==> config.mk <==
export PLATFORM = sky130hd
export DESIGN_NAME = i2ci_top
export DESIGN_NICKNAME = d
export VERILOG_FILES = /design/src/i2ci_pkg.sv /design/src/i2ci_top.sv
export VERILOG_INCLUDE_DIRS = /design/src /design/src/src
export SDC_FILE = /design/constraint.sdc
export NUM_CORES = 1
export LEC_CHECK = 0
export BUFFER_PORTS_ARGS = -buffer_cell sky130_fd_sc_hd__clkbuf_2
export CAP_MARGIN = 20
export CORE_ASPECT_RATIO = 0.8
export CORE_MARGIN = 1.5
export CORE_UTILIZATION = 53
export CTS_BUF_LIST = sky130_fd_sc_hd__clkbuf_16
export DETAILED_ROUTE_END_ITERATION = 12
export PLACE_DENSITY = 0.85
export SLEW_MARGIN = 5
export SYNTH_ARGS = -nofsm -noshare
export SYNTH_HDL_FRONTEND = slang
export SYNTH_SLANG_ARGS = --single-unit
==> constraint.sdc <==
create_clock -name MCLK -period 4.05 [get_ports MCLK]
set_input_delay 0.405 -clock MCLK [delete_from_list [all_inputs] [get_ports MCLK]]
set_output_delay 0.405 -clock MCLK [all_outputs]
set_load 0.03 [all_outputs]
==> src/i2ci_map.svh <==
// register map, field positions, reset values and FIFO depth
//
// Summary of operation
// - bit 0 set when transmit FIFO empty and enabled
// - bit 1 set when transmit count is at or below transmit threshold
// - bit 2 set while transmit FIFO full and enabled
// - bit 3 latches a transmit overrun until software clears it
// - bit 4 set when receive FIFO holds no entries
// - bit 5 set when receive count is at or above receive threshold
// - bit 6 set while receive FIFO full
// - bit 16 set while a slave read request is pending
// - bit 17 set when transmit FIFO runs empty during slave read
// - bit 18 set while a slave write request is pending
// - bit 19 set when master transaction done, until acknowledged
// - bit 20 set when slave transaction done, until acknowledged
// - bit 24 set after master arbitration loss until cleared
// - bit 25 set after bus error until cleared
// - bit 28 set when master transaction ends without stop
// - writing one to clear bit 3 clears overrun; zero leaves it
// - writing one to clear bits 16-28 clears matching event; zero does nothing
// - bus error raised on start or stop inside a transaction
// - while no-stop done pending, hold clock low and defer slave requests
`ifndef I2CI_MAP_SVH
`define I2CI_MAP_SVH

// ==========================================
// offsets
`define I2CI_TXTHR_OFS 8'h20
`define I2CI_RXTHR_OFS 8'h24
`define I2CI_MASK_OFS  8'h2C
`define I2CI_RAW_OFS   8'h30
`define I2CI_STAT_OFS  8'h34
`define I2CI_CLR_OFS   8'h38

// ==========================================
// field positions
`define I2CI_B_TXE  0
`define I2CI_B_TXNE 1
`define I2CI_B_TXF  2
`define I2CI_B_TXOV 3
`define I2CI_B_RXE  4
`define I2CI_B_RXNF 5
`define I2CI_B_RXF  6
`define I2CI_B_SRR  16
`define I2CI_B_SRE  17
`define I2CI_B_SWR  18
`define I2CI_B_MD   19
`define I2CI_B_SD   20
`define I2CI_B_AL   24
`define I2CI_B_BE   25
`define I2CI_B_MDNS 28

// ==========================================
// masks and reset values
`define I2CI_VALID_M  32'h131F007F
`define I2CI_STICKY_M 32'h131F0008
`define I2CI_RST_W    32'h00000000
`define I2CI_THR_W    5
`define I2CI_CNT_W    5
`define I2CI_DEPTH    5'h10
`define I2CI_THR_RST  5'h00

`endif

==> src/i2ci_pkg.sv <==
// types shared by the interrupt status block
package i2ci_pkg;
  typedef logic [31:0] i2ci_word_t;
  typedef logic [7:0]  i2ci_addr_t;
  typedef logic [3:0]  i2ci_strb_t;
  typedef logic [4:0]  i2ci_cnt_t;
  typedef enum logic [1:0] {
    I2CI_OKAY   = 2'b00,
    I2CI_SLVERR = 2'b10
  } i2ci_resp_t;
endpackage

==> src/i2ci_top.sv <==
// interrupt status and clear registers of the two-wire controller
`timescale 1ns/1ps
`include "i2ci_map.svh"

module i2ci_top (
  input  wire  logic              MCLK,
  input  wire  logic              NRST,
  input  wire  i2ci_pkg::i2ci_addr_t S_AXI_AWADDR,
  input  wire  logic              S_AXI_AWVALID,
  output logic                    S_AXI_AWREADY,
  input  wire  i2ci_pkg::i2ci_word_t S_AXI_WDATA,
  input  wire  i2ci_pkg::i2ci_strb_t S_AXI_WSTRB,
  input  wire  logic              S_AXI_WVALID,
  output logic                    S_AXI_WREADY,
  output i2ci_pkg::i2ci_resp_t    S_AXI_BRESP,
  output logic                    S_AXI_BVALID,
  input  wire  logic              S_AXI_BREADY,
  input  wire  i2ci_pkg::i2ci_addr_t S_AXI_ARADDR,
  input  wire  logic              S_AXI_ARVALID,
  output logic                    S_AXI_ARREADY,
  output i2ci_pkg::i2ci_word_t    S_AXI_RDATA,
  output i2ci_pkg::i2ci_resp_t    S_AXI_RRESP,
  output logic                    S_AXI_RVALID,
  input  wire  logic              S_AXI_RREADY,
  input  wire  i2ci_pkg::i2ci_cnt_t TX_COUNT,
  input  wire  i2ci_pkg::i2ci_cnt_t RX_COUNT,
  input  wire  logic              TX_OVERRUN_EVT,
  input  wire  logic              SLV_RD_REQ_EVT,
  input  wire  logic              SLV_RD_ACTIVE,
  input  wire  logic              SLV_WR_REQ_EVT,
  input  wire  logic              MST_DONE_EVT,
  input  wire  logic              MST_DONE_NOSTOP_EVT,
  input  wire  logic              SLV_DONE_EVT,
  input  wire  logic              ARB_LOST_EVT,
  input  wire  logic              XFER_ACTIVE,
  input  wire  logic              SCL_IN,
  input  wire  logic              SDA_IN,
  output logic                    SCL_OUT,
  output logic                    SCL_OE,
  output logic                    IRQ
);
  import i2ci_pkg::*;

  // ==========================================
  // helpers

  // byte-lane merge of a bus write into a stored word
  function automatic i2ci_word_t lane_merge(
    input i2ci_word_t old_v,
    input i2ci_word_t new_v,
    input i2ci_strb_t strb
  );
    i2ci_word_t r;
    r = old_v;
    for (int i = 0; i < 4; i++) begin
      if (strb[i]) begin
        r[i*8 +: 8] = new_v[i*8 +: 8];
      end
    end
    return r;
  endfunction

  // ==========================================
  // bus write channel

  logic       bvalid_q;
  logic       bvalid_d;
  i2ci_resp_t bresp_q;
  i2ci_resp_t bresp_d;

  wire        wr_go;
  wire        wr_hit;
  wire        wr_clr;
  wire        wr_mask;
  wire        wr_txthr;
  wire        wr_rxthr;
  i2ci_word_t wd_m;

  // both channels taken on the same edge; no buffering needed
  assign wr_go    = S_AXI_AWVALID && S_AXI_WVALID && !bvalid_q;
  assign wr_clr   = wr_go && (S_AXI_AWADDR == `I2CI_CLR_OFS);
  assign wr_mask  = wr_go && (S_AXI_AWADDR == `I2CI_MASK_OFS);
  assign wr_txthr = wr_go && (S_AXI_AWADDR == `I2CI_TXTHR_OFS);
  assign wr_rxthr = wr_go && (S_AXI_AWADDR == `I2CI_RXTHR_OFS);
  assign wr_hit   = wr_clr || wr_mask || wr_txthr || wr_rxthr ||
                    (S_AXI_AWADDR == `I2CI_RAW_OFS) ||
                    (S_AXI_AWADDR == `I2CI_STAT_OFS);
  assign wd_m     = lane_merge(`I2CI_RST_W, S_AXI_WDATA, S_AXI_WSTRB);

  assign S_AXI_AWREADY = wr_go;
  assign S_AXI_WREADY  = wr_go;
  assign S_AXI_BVALID  = bvalid_q;
  assign S_AXI_BRESP   = bresp_q;

  assign bvalid_d = wr_go || (bvalid_q && !S_AXI_BREADY);
  assign bresp_d  = wr_go ? (wr_hit ? I2CI_OKAY : I2CI_SLVERR) : bresp_q;

  always_ff @(posedge MCLK or negedge NRST) begin
    if (!NRST) begin
      bvalid_q <= 1'b0;
      bresp_q  <= I2CI_OKAY;
    end else begin
      bvalid_q <= bvalid_d;
      bresp_q  <= bresp_d;
    end
  end

  // ==========================================
  // software-written registers

  i2ci_word_t mask_q;
  i2ci_word_t mask_d;
  logic [`I2CI_THR_W-1:0] txthr_q;
  logic [`I2CI_THR_W-1:0] txthr_d;
  logic [`I2CI_THR_W-1:0] rxthr_q;
  logic [`I2CI_THR_W-1:0] rxthr_d;
  i2ci_word_t tx_merge;
  i2ci_word_t rx_merge;

  assign mask_d   = wr_mask ?
                    (lane_merge(mask_q, S_AXI_WDATA, S_AXI_WSTRB) & `I2CI_VALID_M) : mask_q;
  assign tx_merge = lane_merge({27'h0, txthr_q}, S_AXI_WDATA, S_AXI_WSTRB);
  assign rx_merge = lane_merge({27'h0, rxthr_q}, S_AXI_WDATA, S_AXI_WSTRB);
  assign txthr_d  = wr_txthr ? tx_merge[`I2CI_THR_W-1:0] : txthr_q;
  assign rxthr_d  = wr_rxthr ? rx_merge[`I2CI_THR_W-1:0] : rxthr_q;

  always_ff @(posedge MCLK or negedge NRST) begin
    if (!NRST) begin
      mask_q  <= `I2CI_RST_W;
      txthr_q <= `I2CI_THR_RST;
      rxthr_q <= `I2CI_THR_RST;
    end else begin
      mask_q  <= mask_d;
      txthr_q <= txthr_d;
      rxthr_q <= rxthr_d;
    end
  end

  // ==========================================
  // clear strobes, one cycle, only on a write of one

  i2ci_word_t clr;
  assign clr = wr_clr ? (wd_m & `I2CI_STICKY_M) : `I2CI_RST_W;

  // ==========================================
  // bus line sampling and start/stop detection

  logic scl_s1_q;
  logic scl_s2_q;
  logic sda_s1_q;
  logic sda_s2_q;
  logic sda_s3_q;

  always_ff @(posedge MCLK or negedge NRST) begin
    if (!NRST) begin
      scl_s1_q <= 1'b1;
      scl_s2_q <= 1'b1;
      sda_s1_q <= 1'b1;
      sda_s2_q <= 1'b1;
      sda_s3_q <= 1'b1;
    end else begin
      scl_s1_q <= SCL_IN;
      scl_s2_q <= scl_s1_q;
      sda_s1_q <= SDA_IN;
      sda_s2_q <= sda_s1_q;
      sda_s3_q <= sda_s2_q;
    end
  end

  wire start_det;
  wire stop_det;
  wire bus_error_raw_evt;

  assign start_det = scl_s2_q && sda_s3_q && !sda_s2_q;
  assign stop_det  = scl_s2_q && !sda_s3_q && sda_s2_q;
  // engine drops the active flag before its own stop, so any seen inside is stray
  assign bus_error_raw_evt  = XFER_ACTIVE && (start_det || stop_det);

  // ==========================================
  // sticky events

  i2ci_word_t sticky_q;
  i2ci_word_t sticky_d;
  i2ci_word_t set_v;
  logic       srr_def_q;
  logic       srr_def_d;
  logic       swr_def_q;
  logic       swr_def_d;
  logic       sre_cond_q;
  wire        tx_empty;
  wire        sre_cond;
  wire        nostop;
  wire        rel_def;

  assign tx_empty = (TX_COUNT == 5'h00);
  assign sre_cond = tx_empty && SLV_RD_ACTIVE;
  assign nostop   = sticky_q[`I2CI_B_MDNS];
  // deferred slave requests are released once no-stop is gone
  assign rel_def  = !nostop;

  assign srr_def_d = nostop ? (srr_def_q || SLV_RD_REQ_EVT) : 1'b0;
  assign swr_def_d = nostop ? (swr_def_q || SLV_WR_REQ_EVT) : 1'b0;

  always_comb begin
    set_v = `I2CI_RST_W;
    set_v[`I2CI_B_TXOV] = TX_OVERRUN_EVT;
    set_v[`I2CI_B_SRR]  = rel_def && (SLV_RD_REQ_EVT || srr_def_q);
    set_v[`I2CI_B_SRE]  = sre_cond && !sre_cond_q;
    set_v[`I2CI_B_SWR]  = rel_def && (SLV_WR_REQ_EVT || swr_def_q);
    set_v[`I2CI_B_MD]   = MST_DONE_EVT;
    set_v[`I2CI_B_SD]   = SLV_DONE_EVT;
    set_v[`I2CI_B_AL]   = ARB_LOST_EVT;
    set_v[`I2CI_B_BE]   = bus_error_raw_evt;
    set_v[`I2CI_B_MDNS] = MST_DONE_NOSTOP_EVT;
  end

  // set wins over a clear in the same cycle
  always_comb begin
    sticky_d = ((sticky_q & ~clr) | set_v) & `I2CI_STICKY_M;
    if (!tx_empty) begin
      sticky_d[`I2CI_B_SRE] = 1'b0;
    end
  end

  always_ff @(posedge MCLK or negedge NRST) begin
    if (!NRST) begin
      sticky_q   <= `I2CI_RST_W;
      srr_def_q  <= 1'b0;
      swr_def_q  <= 1'b0;
      sre_cond_q <= 1'b0;
    end else begin
      sticky_q   <= sticky_d;
      srr_def_q  <= srr_def_d;
      swr_def_q  <= swr_def_d;
      sre_cond_q <= sre_cond;
    end
  end

  // ==========================================
  // raw and masked status

  i2ci_word_t raw;
  i2ci_word_t masked;

  always_comb begin
    raw = sticky_q;
    raw[`I2CI_B_TXE]  = tx_empty;
    raw[`I2CI_B_TXNE] = (TX_COUNT <= txthr_q);
    raw[`I2CI_B_TXF]  = (TX_COUNT == `I2CI_DEPTH);
    raw[`I2CI_B_RXE]  = (RX_COUNT == 5'h00);
    raw[`I2CI_B_RXNF] = (RX_COUNT >= rxthr_q);
    raw[`I2CI_B_RXF]  = (RX_COUNT == `I2CI_DEPTH);
  end

  assign masked  = raw & mask_q & `I2CI_VALID_M;
  assign IRQ     = |masked;
  // clock held low by the open-drain pad while no-stop is pending
  assign SCL_OUT = 1'b0;
  assign SCL_OE  = nostop;

  // ==========================================
  // bus read channel

  logic       rvalid_q;
  logic       rvalid_d;
  i2ci_word_t rdata_q;
  i2ci_word_t rdata_d;
  i2ci_resp_t rresp_q;
  i2ci_resp_t rresp_d;
  wire        rd_go;
  wire        rd_hit;
  i2ci_word_t rd_mux;

  assign rd_go  = S_AXI_ARVALID && !rvalid_q;
  assign rd_hit = (S_AXI_ARADDR == `I2CI_STAT_OFS) || (S_AXI_ARADDR == `I2CI_RAW_OFS) ||
                  (S_AXI_ARADDR == `I2CI_MASK_OFS) || (S_AXI_ARADDR == `I2CI_CLR_OFS) ||
                  (S_AXI_ARADDR == `I2CI_TXTHR_OFS) || (S_AXI_ARADDR == `I2CI_RXTHR_OFS);
  // clear register is write-action only and always reads zero
  assign rd_mux = (S_AXI_ARADDR == `I2CI_STAT_OFS)  ? masked :
                  (S_AXI_ARADDR == `I2CI_RAW_OFS)   ? (raw & `I2CI_VALID_M) :
                  (S_AXI_ARADDR == `I2CI_MASK_OFS)  ? mask_q :
                  (S_AXI_ARADDR == `I2CI_TXTHR_OFS) ? {27'h0, txthr_q} :
                  (S_AXI_ARADDR == `I2CI_RXTHR_OFS) ? {27'h0, rxthr_q} :
                  `I2CI_RST_W;

  assign S_AXI_ARREADY = rd_go;
  assign S_AXI_RVALID  = rvalid_q;
  assign S_AXI_RDATA   = rdata_q;
  assign S_AXI_RRESP   = rresp_q;

  assign rvalid_d = rd_go || (rvalid_q && !S_AXI_RREADY);
  assign rdata_d  = rd_go ? rd_mux : rdata_q;
  assign rresp_d  = rd_go ? (rd_hit ? I2CI_OKAY : I2CI_SLVERR) : rresp_q;

  always_ff @(posedge MCLK or negedge NRST) begin
    if (!NRST) begin
      rvalid_q <= 1'b0;
      rdata_q  <= `I2CI_RST_W;
      rresp_q  <= I2CI_OKAY;
    end else begin
      rvalid_q <= rvalid_d;
      rdata_q  <= rdata_d;
      rresp_q  <= rresp_d;
    end
  end
endmodule

# After elaboration in Yosys (flattened, before gate mapping)
# Index checks and enable logic that the tools add are counted.
# op_classes
muxes	14
eq_ne	14
bitwise	4
n_reduce_logical	49
n_lt_le_gt_ge	2
# ops
operator	n
two-way mux 29 bit	4
equality test 8 x 6 -> 1 bit (second input constant)	12
bitwise AND 29 bit	2
inverter 29 bit	1
OR 29 bit	1
two-way mux 5 bit	4
logical AND 1 bit	18
logical OR 1 bit	15
OR reduction 15 bit	1
equality test 5 bit (second input constant)	2
zero test 5 bit	2
AND reduction 2 bit	5
zero test 1 bit	8
greater-or-equal comparator 5 bit	1
less-or-equal comparator 5 bit	1
two-way mux 2 bit	2
two-way mux 4 bit	1
two-way mux 1 bit	3
# totals
regBits	80

# Longest topological paths before layout
# depth
ltp_word	9
depth_mapped	7
mapped_depth_nobuf	7

# Worst setup path before layout
# Ideal clock, no wire load.
# synth_path
path_type	in2reg
start	input port S_AXI_AWADDR[0]
end	register rxthr_q[0]
required_ps	3925
n_path_buf	1
cell_stages	6
setup_slack_ps	1921
arrival_ps	2004
path_cell_list	or4b_4 nor3_2 and2_2 or3b_1 buf_6 mux2_4
# synth_via
elab_chain_cells	3
# synth_lines
item	line_no	source
start, declared	i2ci_top.sv:8	input wire i2ci_pkg::i2ci_addr_t S_AXI_AWADDR,
equality test 8 x 6 -> 1 bit (no line)	-	
logical AND 1 bit	i2ci_top.sv:84	assign wr_rxthr = wr_go && (S_AXI_AWADDR == `I2CI_RXTHR_OFS);
AND reduction 2 bit (no line)	-	
end signal, assigned	i2ci_top.sv:131	rxthr_q <= `I2CI_THR_RST;
end signal, assigned	i2ci_top.sv:135	rxthr_q <= rxthr_d;
end, declared	i2ci_top.sv:115	logic [`I2CI_THR_W-1:0] rxthr_q;
# No other way between the ends.
# A chain may end at the register's enable or synchronous reset.

# Final worst setup path
# layout_path
start	register txthr_q[4]
end	output port IRQ
# layout_via
elab_chain_cells	3
# layout_lines
item	line_no	source
start, declared	i2ci_top.sv:113	logic [`I2CI_THR_W-1:0] txthr_q;
start signal, assigned	i2ci_top.sv:130	txthr_q <= `I2CI_THR_RST;
start signal, assigned	i2ci_top.sv:134	txthr_q <= txthr_d;
less-or-equal comparator 5 bit	i2ci_top.sv:248	raw[`I2CI_B_TXNE] = (TX_COUNT <= txthr_q);
bitwise AND 29 bit	i2ci_top.sv:255	assign masked = raw & mask_q & `I2CI_VALID_M;
OR reduction 15 bit	i2ci_top.sv:256	assign IRQ = |masked;
end, declared	i2ci_top.sv:40	output logic IRQ
# No other way between the ends.

==> metrics.log <==
[metrics] Power Dens Cells: 378.2 nW/um2
[metrics] total chip power: 1.490 mW
[metrics] Critical Path RT: 3.64 ns
[metrics] maxcap violations: 0
[metrics] final sum of negative setup slack: 0 ns
[metrics] clock tree from TritonCTS: built
[metrics] sequential share of power: 0.431
[metrics] area of all placed cells without fillers: 3939 um2
[metrics] setup violation total in the final timing report: 0
[metrics] drt wl/cell: 15.93 um
[metrics] xor and xnor area share after synthesis: 0.008068
[metrics] initial core utilization: 0.5509
[metrics] final clock skew: 0.005322 ns
[metrics] instance area after placement: 3655 um2
[metrics] Yosys Warn Count: 0
[metrics] DR iter-0 viols: 178
[metrics] Net Sw Frac: 0.2656
[metrics] sum of net half-perimeters after detailed placement: 5749 um
[metrics] post-CTS sizing: 0
[metrics] Worst-Margin Slew: 0.8182 ns
[metrics] Final min period: 2.501 ns
[metrics] async set-reset flop share out of synthesis: 1.000
[metrics] multiplexer share of the synthesized area: 0.09412
[metrics] highest achievable clock rate: 399.8 MHz
[metrics] aggregate global routing overflow: 0
[metrics] worst hold path stage count: 1
[metrics] path class of the lowest-slack min-delay path: in2reg
[metrics] std cell rows: 25
[metrics] Avg Cell Area, Syn: 10.44 um2
[metrics] fin crit share: 0.6176
[metrics] width of the die: 90.65 um
[metrics] Gate Count Post-Synth: 312
[metrics] Max clock buf depth: 2
[metrics] compound-cell area share of the yosys netlist: 0.1610
[metrics] top post-synthesis cells by area: sky130_fd_sc_hd__dfrtp_1 (43%), sky130_fd_sc_hd__mux2_2 (5.9%), sky130_fd_sc_hd__buf_4 (4.8%)
[metrics] final wirelength: 7708 um
[metrics] fraction of power consumed by combinational cells: 0.133
[metrics] htree depth: 3
[metrics] worst-path cell chain: inv_1 > ha_1 > and3_1 > o21ai_0 > a32o_1 > a221o_1 > clkbuf_2
[metrics] worst hold margin: 0.1560 ns
[metrics] worst-case register-to-register setup slack: 2.02 ns
[metrics] area growth from synthesis to final layout: 20.94%
[metrics] Commonest cells post-synth: sky130_fd_sc_hd__dfrtp_1 (56), sky130_fd_sc_hd__o21ai_0 (26), sky130_fd_sc_hd__nand2_1 (25)
[metrics] met1 wire length: 3420 um
[metrics] Final Slew Violations: 0
[metrics] internal cell power: 1.094 mW
[metrics] count of endpoints failing hold in the final timing report: 0
[metrics] synthesis-stage register bit count: 61
[metrics] cell chosen for the clock root: sky130_fd_sc_hd__clkbuf_16
[metrics] kind of capture point of the worst setup path: output pin
[metrics] uppermost routed layer: met4
[metrics] detailed-routed wire length on met3: 687 um
[metrics] Die Height: 73.12 um
[metrics] critical register-to-register path endpoint: rxthr_q[2]
[metrics] part of the power in the clock network: 0.436
[metrics] count of unique library cells instantiated by Yosys: 55
[metrics] r2r worst-path depth: 5
[metrics] met2 wire length: 3487 um
[metrics] endpoint of the worst hold path: sda_s1_q
[metrics] clock insertion delay at the later pin of the skew report: 0.33 ns
[metrics] number of antenna violations at the first check in global routing: 0
[metrics] count of inserted antenna diode cells: 0
[metrics] number of global-route vias before repair: 2559
[metrics] RSZ-0062 raised after global routing: no
[metrics] detailed-route via count: 2671
[metrics] wire length of the first global-routing pass: 12490 um
[metrics] final RePlAce weighted congestion: 0.8389
[metrics] Ports: 124
[metrics] startpoint of the lowest-slack hold path: SDA_IN
[metrics] hold-fix buffer count after cts: 0
[metrics] maximum number of pins on one net before global-route repair: 47
[metrics] fraction of layout cells with a size suffix above 1: 0.3251
[metrics] switching power of the nets: 395.7 uW
[metrics] adder-cell share of the synthesized area: 0.03842
[metrics] post-layout net count: 488
[metrics] Critical Setup Path Class: reg2out
[metrics] total routing usage reported by global routing: 0.2499
[metrics] sequential element share of the synthesized area: 0.4706
[metrics] crit path launch type: flop
[metrics] Vias per Instance: 5.519
[metrics] critical-path cell with the highest stage delay: sky130_fd_sc_hd__dfrtp_1
[metrics] post-CTS setup-driven buffer insertion count: 0
[metrics] data arrival at the endpoint of the critical path: 2.10 ns
[metrics] synthesized cell area: 3257 um2
[metrics] number of DRC violations after detailed routing: 0
[metrics] relative slew slack: 0.4525
[metrics] post-synthesis cell type with the largest combined area: sky130_fd_sc_hd__dfrtp_1
[metrics] Initial DRT Pass Iterations: 5
[metrics] post-detailed-route count of antenna-violating nets: 0
[metrics] number of buffer cells added on primary ports: 85
[metrics] most common cell in the synthesized netlist: sky130_fd_sc_hd__dfrtp_1
[metrics] dominant combinational cell family by area after synthesis: compound AO/OA/AOI/OAI gates
[metrics] number of buffers inserted during clock tree synthesis: 9
[metrics] clock edge transition at the registers on the reported setup and hold paths: 0.05 ns
[metrics] worst stage delay on the critical path: 0.37 ns
[metrics] status: completed
[metrics] Leak Pwr: 1.988 nW
[metrics] area of the placeable core: 5912 um2
[metrics] largest fanout of any net on the critical path: 3
[metrics] number of sinks driven by the clock tree: 61
[metrics] EDFF count, synth: 0
[metrics] top cell type's share of synthesized area: 0.4303
[metrics] dominant synthesized flop cell: sky130_fd_sc_hd__dfrtp_1
[metrics] FF-to-FF Start: S_AXI_BVALID
[metrics] DIE AREA: 6628 um2
[metrics] simple-gate portion of the synthesized area: 0.1398
[metrics] peak supply drop: 0.2584 mV
-- stage by stage --
stage | util | std cells | setup slack [ns]
2_1_floorplan | - | 331 | 1.921
3_3_place_gp | 0.6182 | 466 | 1.726
3_5_place_dp | 0.6182 | 466 | 1.693
4_1_cts | 0.6612 | 482 | 1.564
5_1_grt | 0.6662 | 484 | 1.491
6_report | 0.6662 | 484 | 1.549
-- cells by family (layout without fill, tap and decap cells) --
logic type / after synthesis / in the layout
simple gates: 82 / 82
compound gates: 77 / 77
flops: 61 / 61
buf+inv: 52 / 124
mux: 26 / 26
fa+ha+maj: 10 / 10
xor+xnor: 3 / 3
other cells: 1 / 20
-- cells in the final DEF, fill, tap and decap left out, types with 10 or more instances in the layout --
cell,Yosys,routed
sky130_fd_sc_hd__conb_1,1,20
sky130_fd_sc_hd__nand2_1,25,25
sky130_fd_sc_hd__nand2b_1,11,11
sky130_fd_sc_hd__o21ai_0,26,26
sky130_fd_sc_hd__nor2_1,13,13
sky130_fd_sc_hd__dfrtp_1,56,56
sky130_fd_sc_hd__mux2_2,17,17
sky130_fd_sc_hd__clkbuf_2,0,85
sky130_fd_sc_hd__inv_1,20,23
sky130_fd_sc_hd__ha_1,10,10
-- power groups by stage --
stage,clock network (mW),logic (mW),registers (mW)
floorplan,0,0.107,0.672
global placement,0,0.188,0.650
detailed placement,0,0.193,0.651
CTS,0.659,0.194,0.642
global route,0.685,0.216,0.644
finish,0.650,0.198,0.642
-- flip-flops by register name (all words and copies together), names as in the netlist --
register,flops
S_AXI_RDATA,15
mask_q,15
sticky_q,9
rxthr_q,5
txthr_q,5
S_AXI_BRESP,1
S_AXI_BVALID,1
S_AXI_RRESP,1
S_AXI_RVALID,1
scl_s1_q,1
scl_s2_q,1
sda_s1_q,1
sda_s2_q,1
sda_s3_q,1
sre_cond_q,1
srr_def_q,1
swr_def_q,1
-- layer usage --
| layer | vias up | GRT usage |
|---|---|---|
| li1 | 1256 | - |
| met1 | 1279 | 0.3286 |
| met2 | 124 | 0.4052 |
| met3 | 12 | 0.07188 |
| met4 | 0 | 0.07584 |
| met5 | - | 0 |
-- cell type report --
class,count,area (um2)
Inverter,20,75.07
Clock inverter,7,28.78
Fill cell,499,1973
Timing Repair Buffer,88,462.9
Clock buffer,9,225.2
Sequential cell,61,1533
Multi-Input combinational cell,218,1513
Tap cell,81,101.3
-- worst max-delay path: cells and delay by family (launching register included) --
kind,cells,cell delay (ns)
fa+ha+maj,1,0.32
compound gates,3,0.65
flops,1,0.37
simple gates,1,0.17
buf+inv,2,0.26
-- worst max-delay path by stage --
stage               startpoint         end  slack (ns)  cells past startpoint
2_1_floorplan  S_AXI_AWADDR[0]  rxthr_q[0]        1.92                      6
6_report            txthr_q[4]         IRQ        1.55                      7
3_3_place_gp   S_AXI_AWADDR[0]  rxthr_q[4]        1.73                      6
4_1_cts             txthr_q[4]         IRQ        1.56                      7
3_5_place_dp   S_AXI_AWADDR[0]  rxthr_q[2]        1.69                      6
5_1_grt             txthr_q[3]         IRQ        1.49                      7
Note: power is estimated with default switching activity, not from simulation.
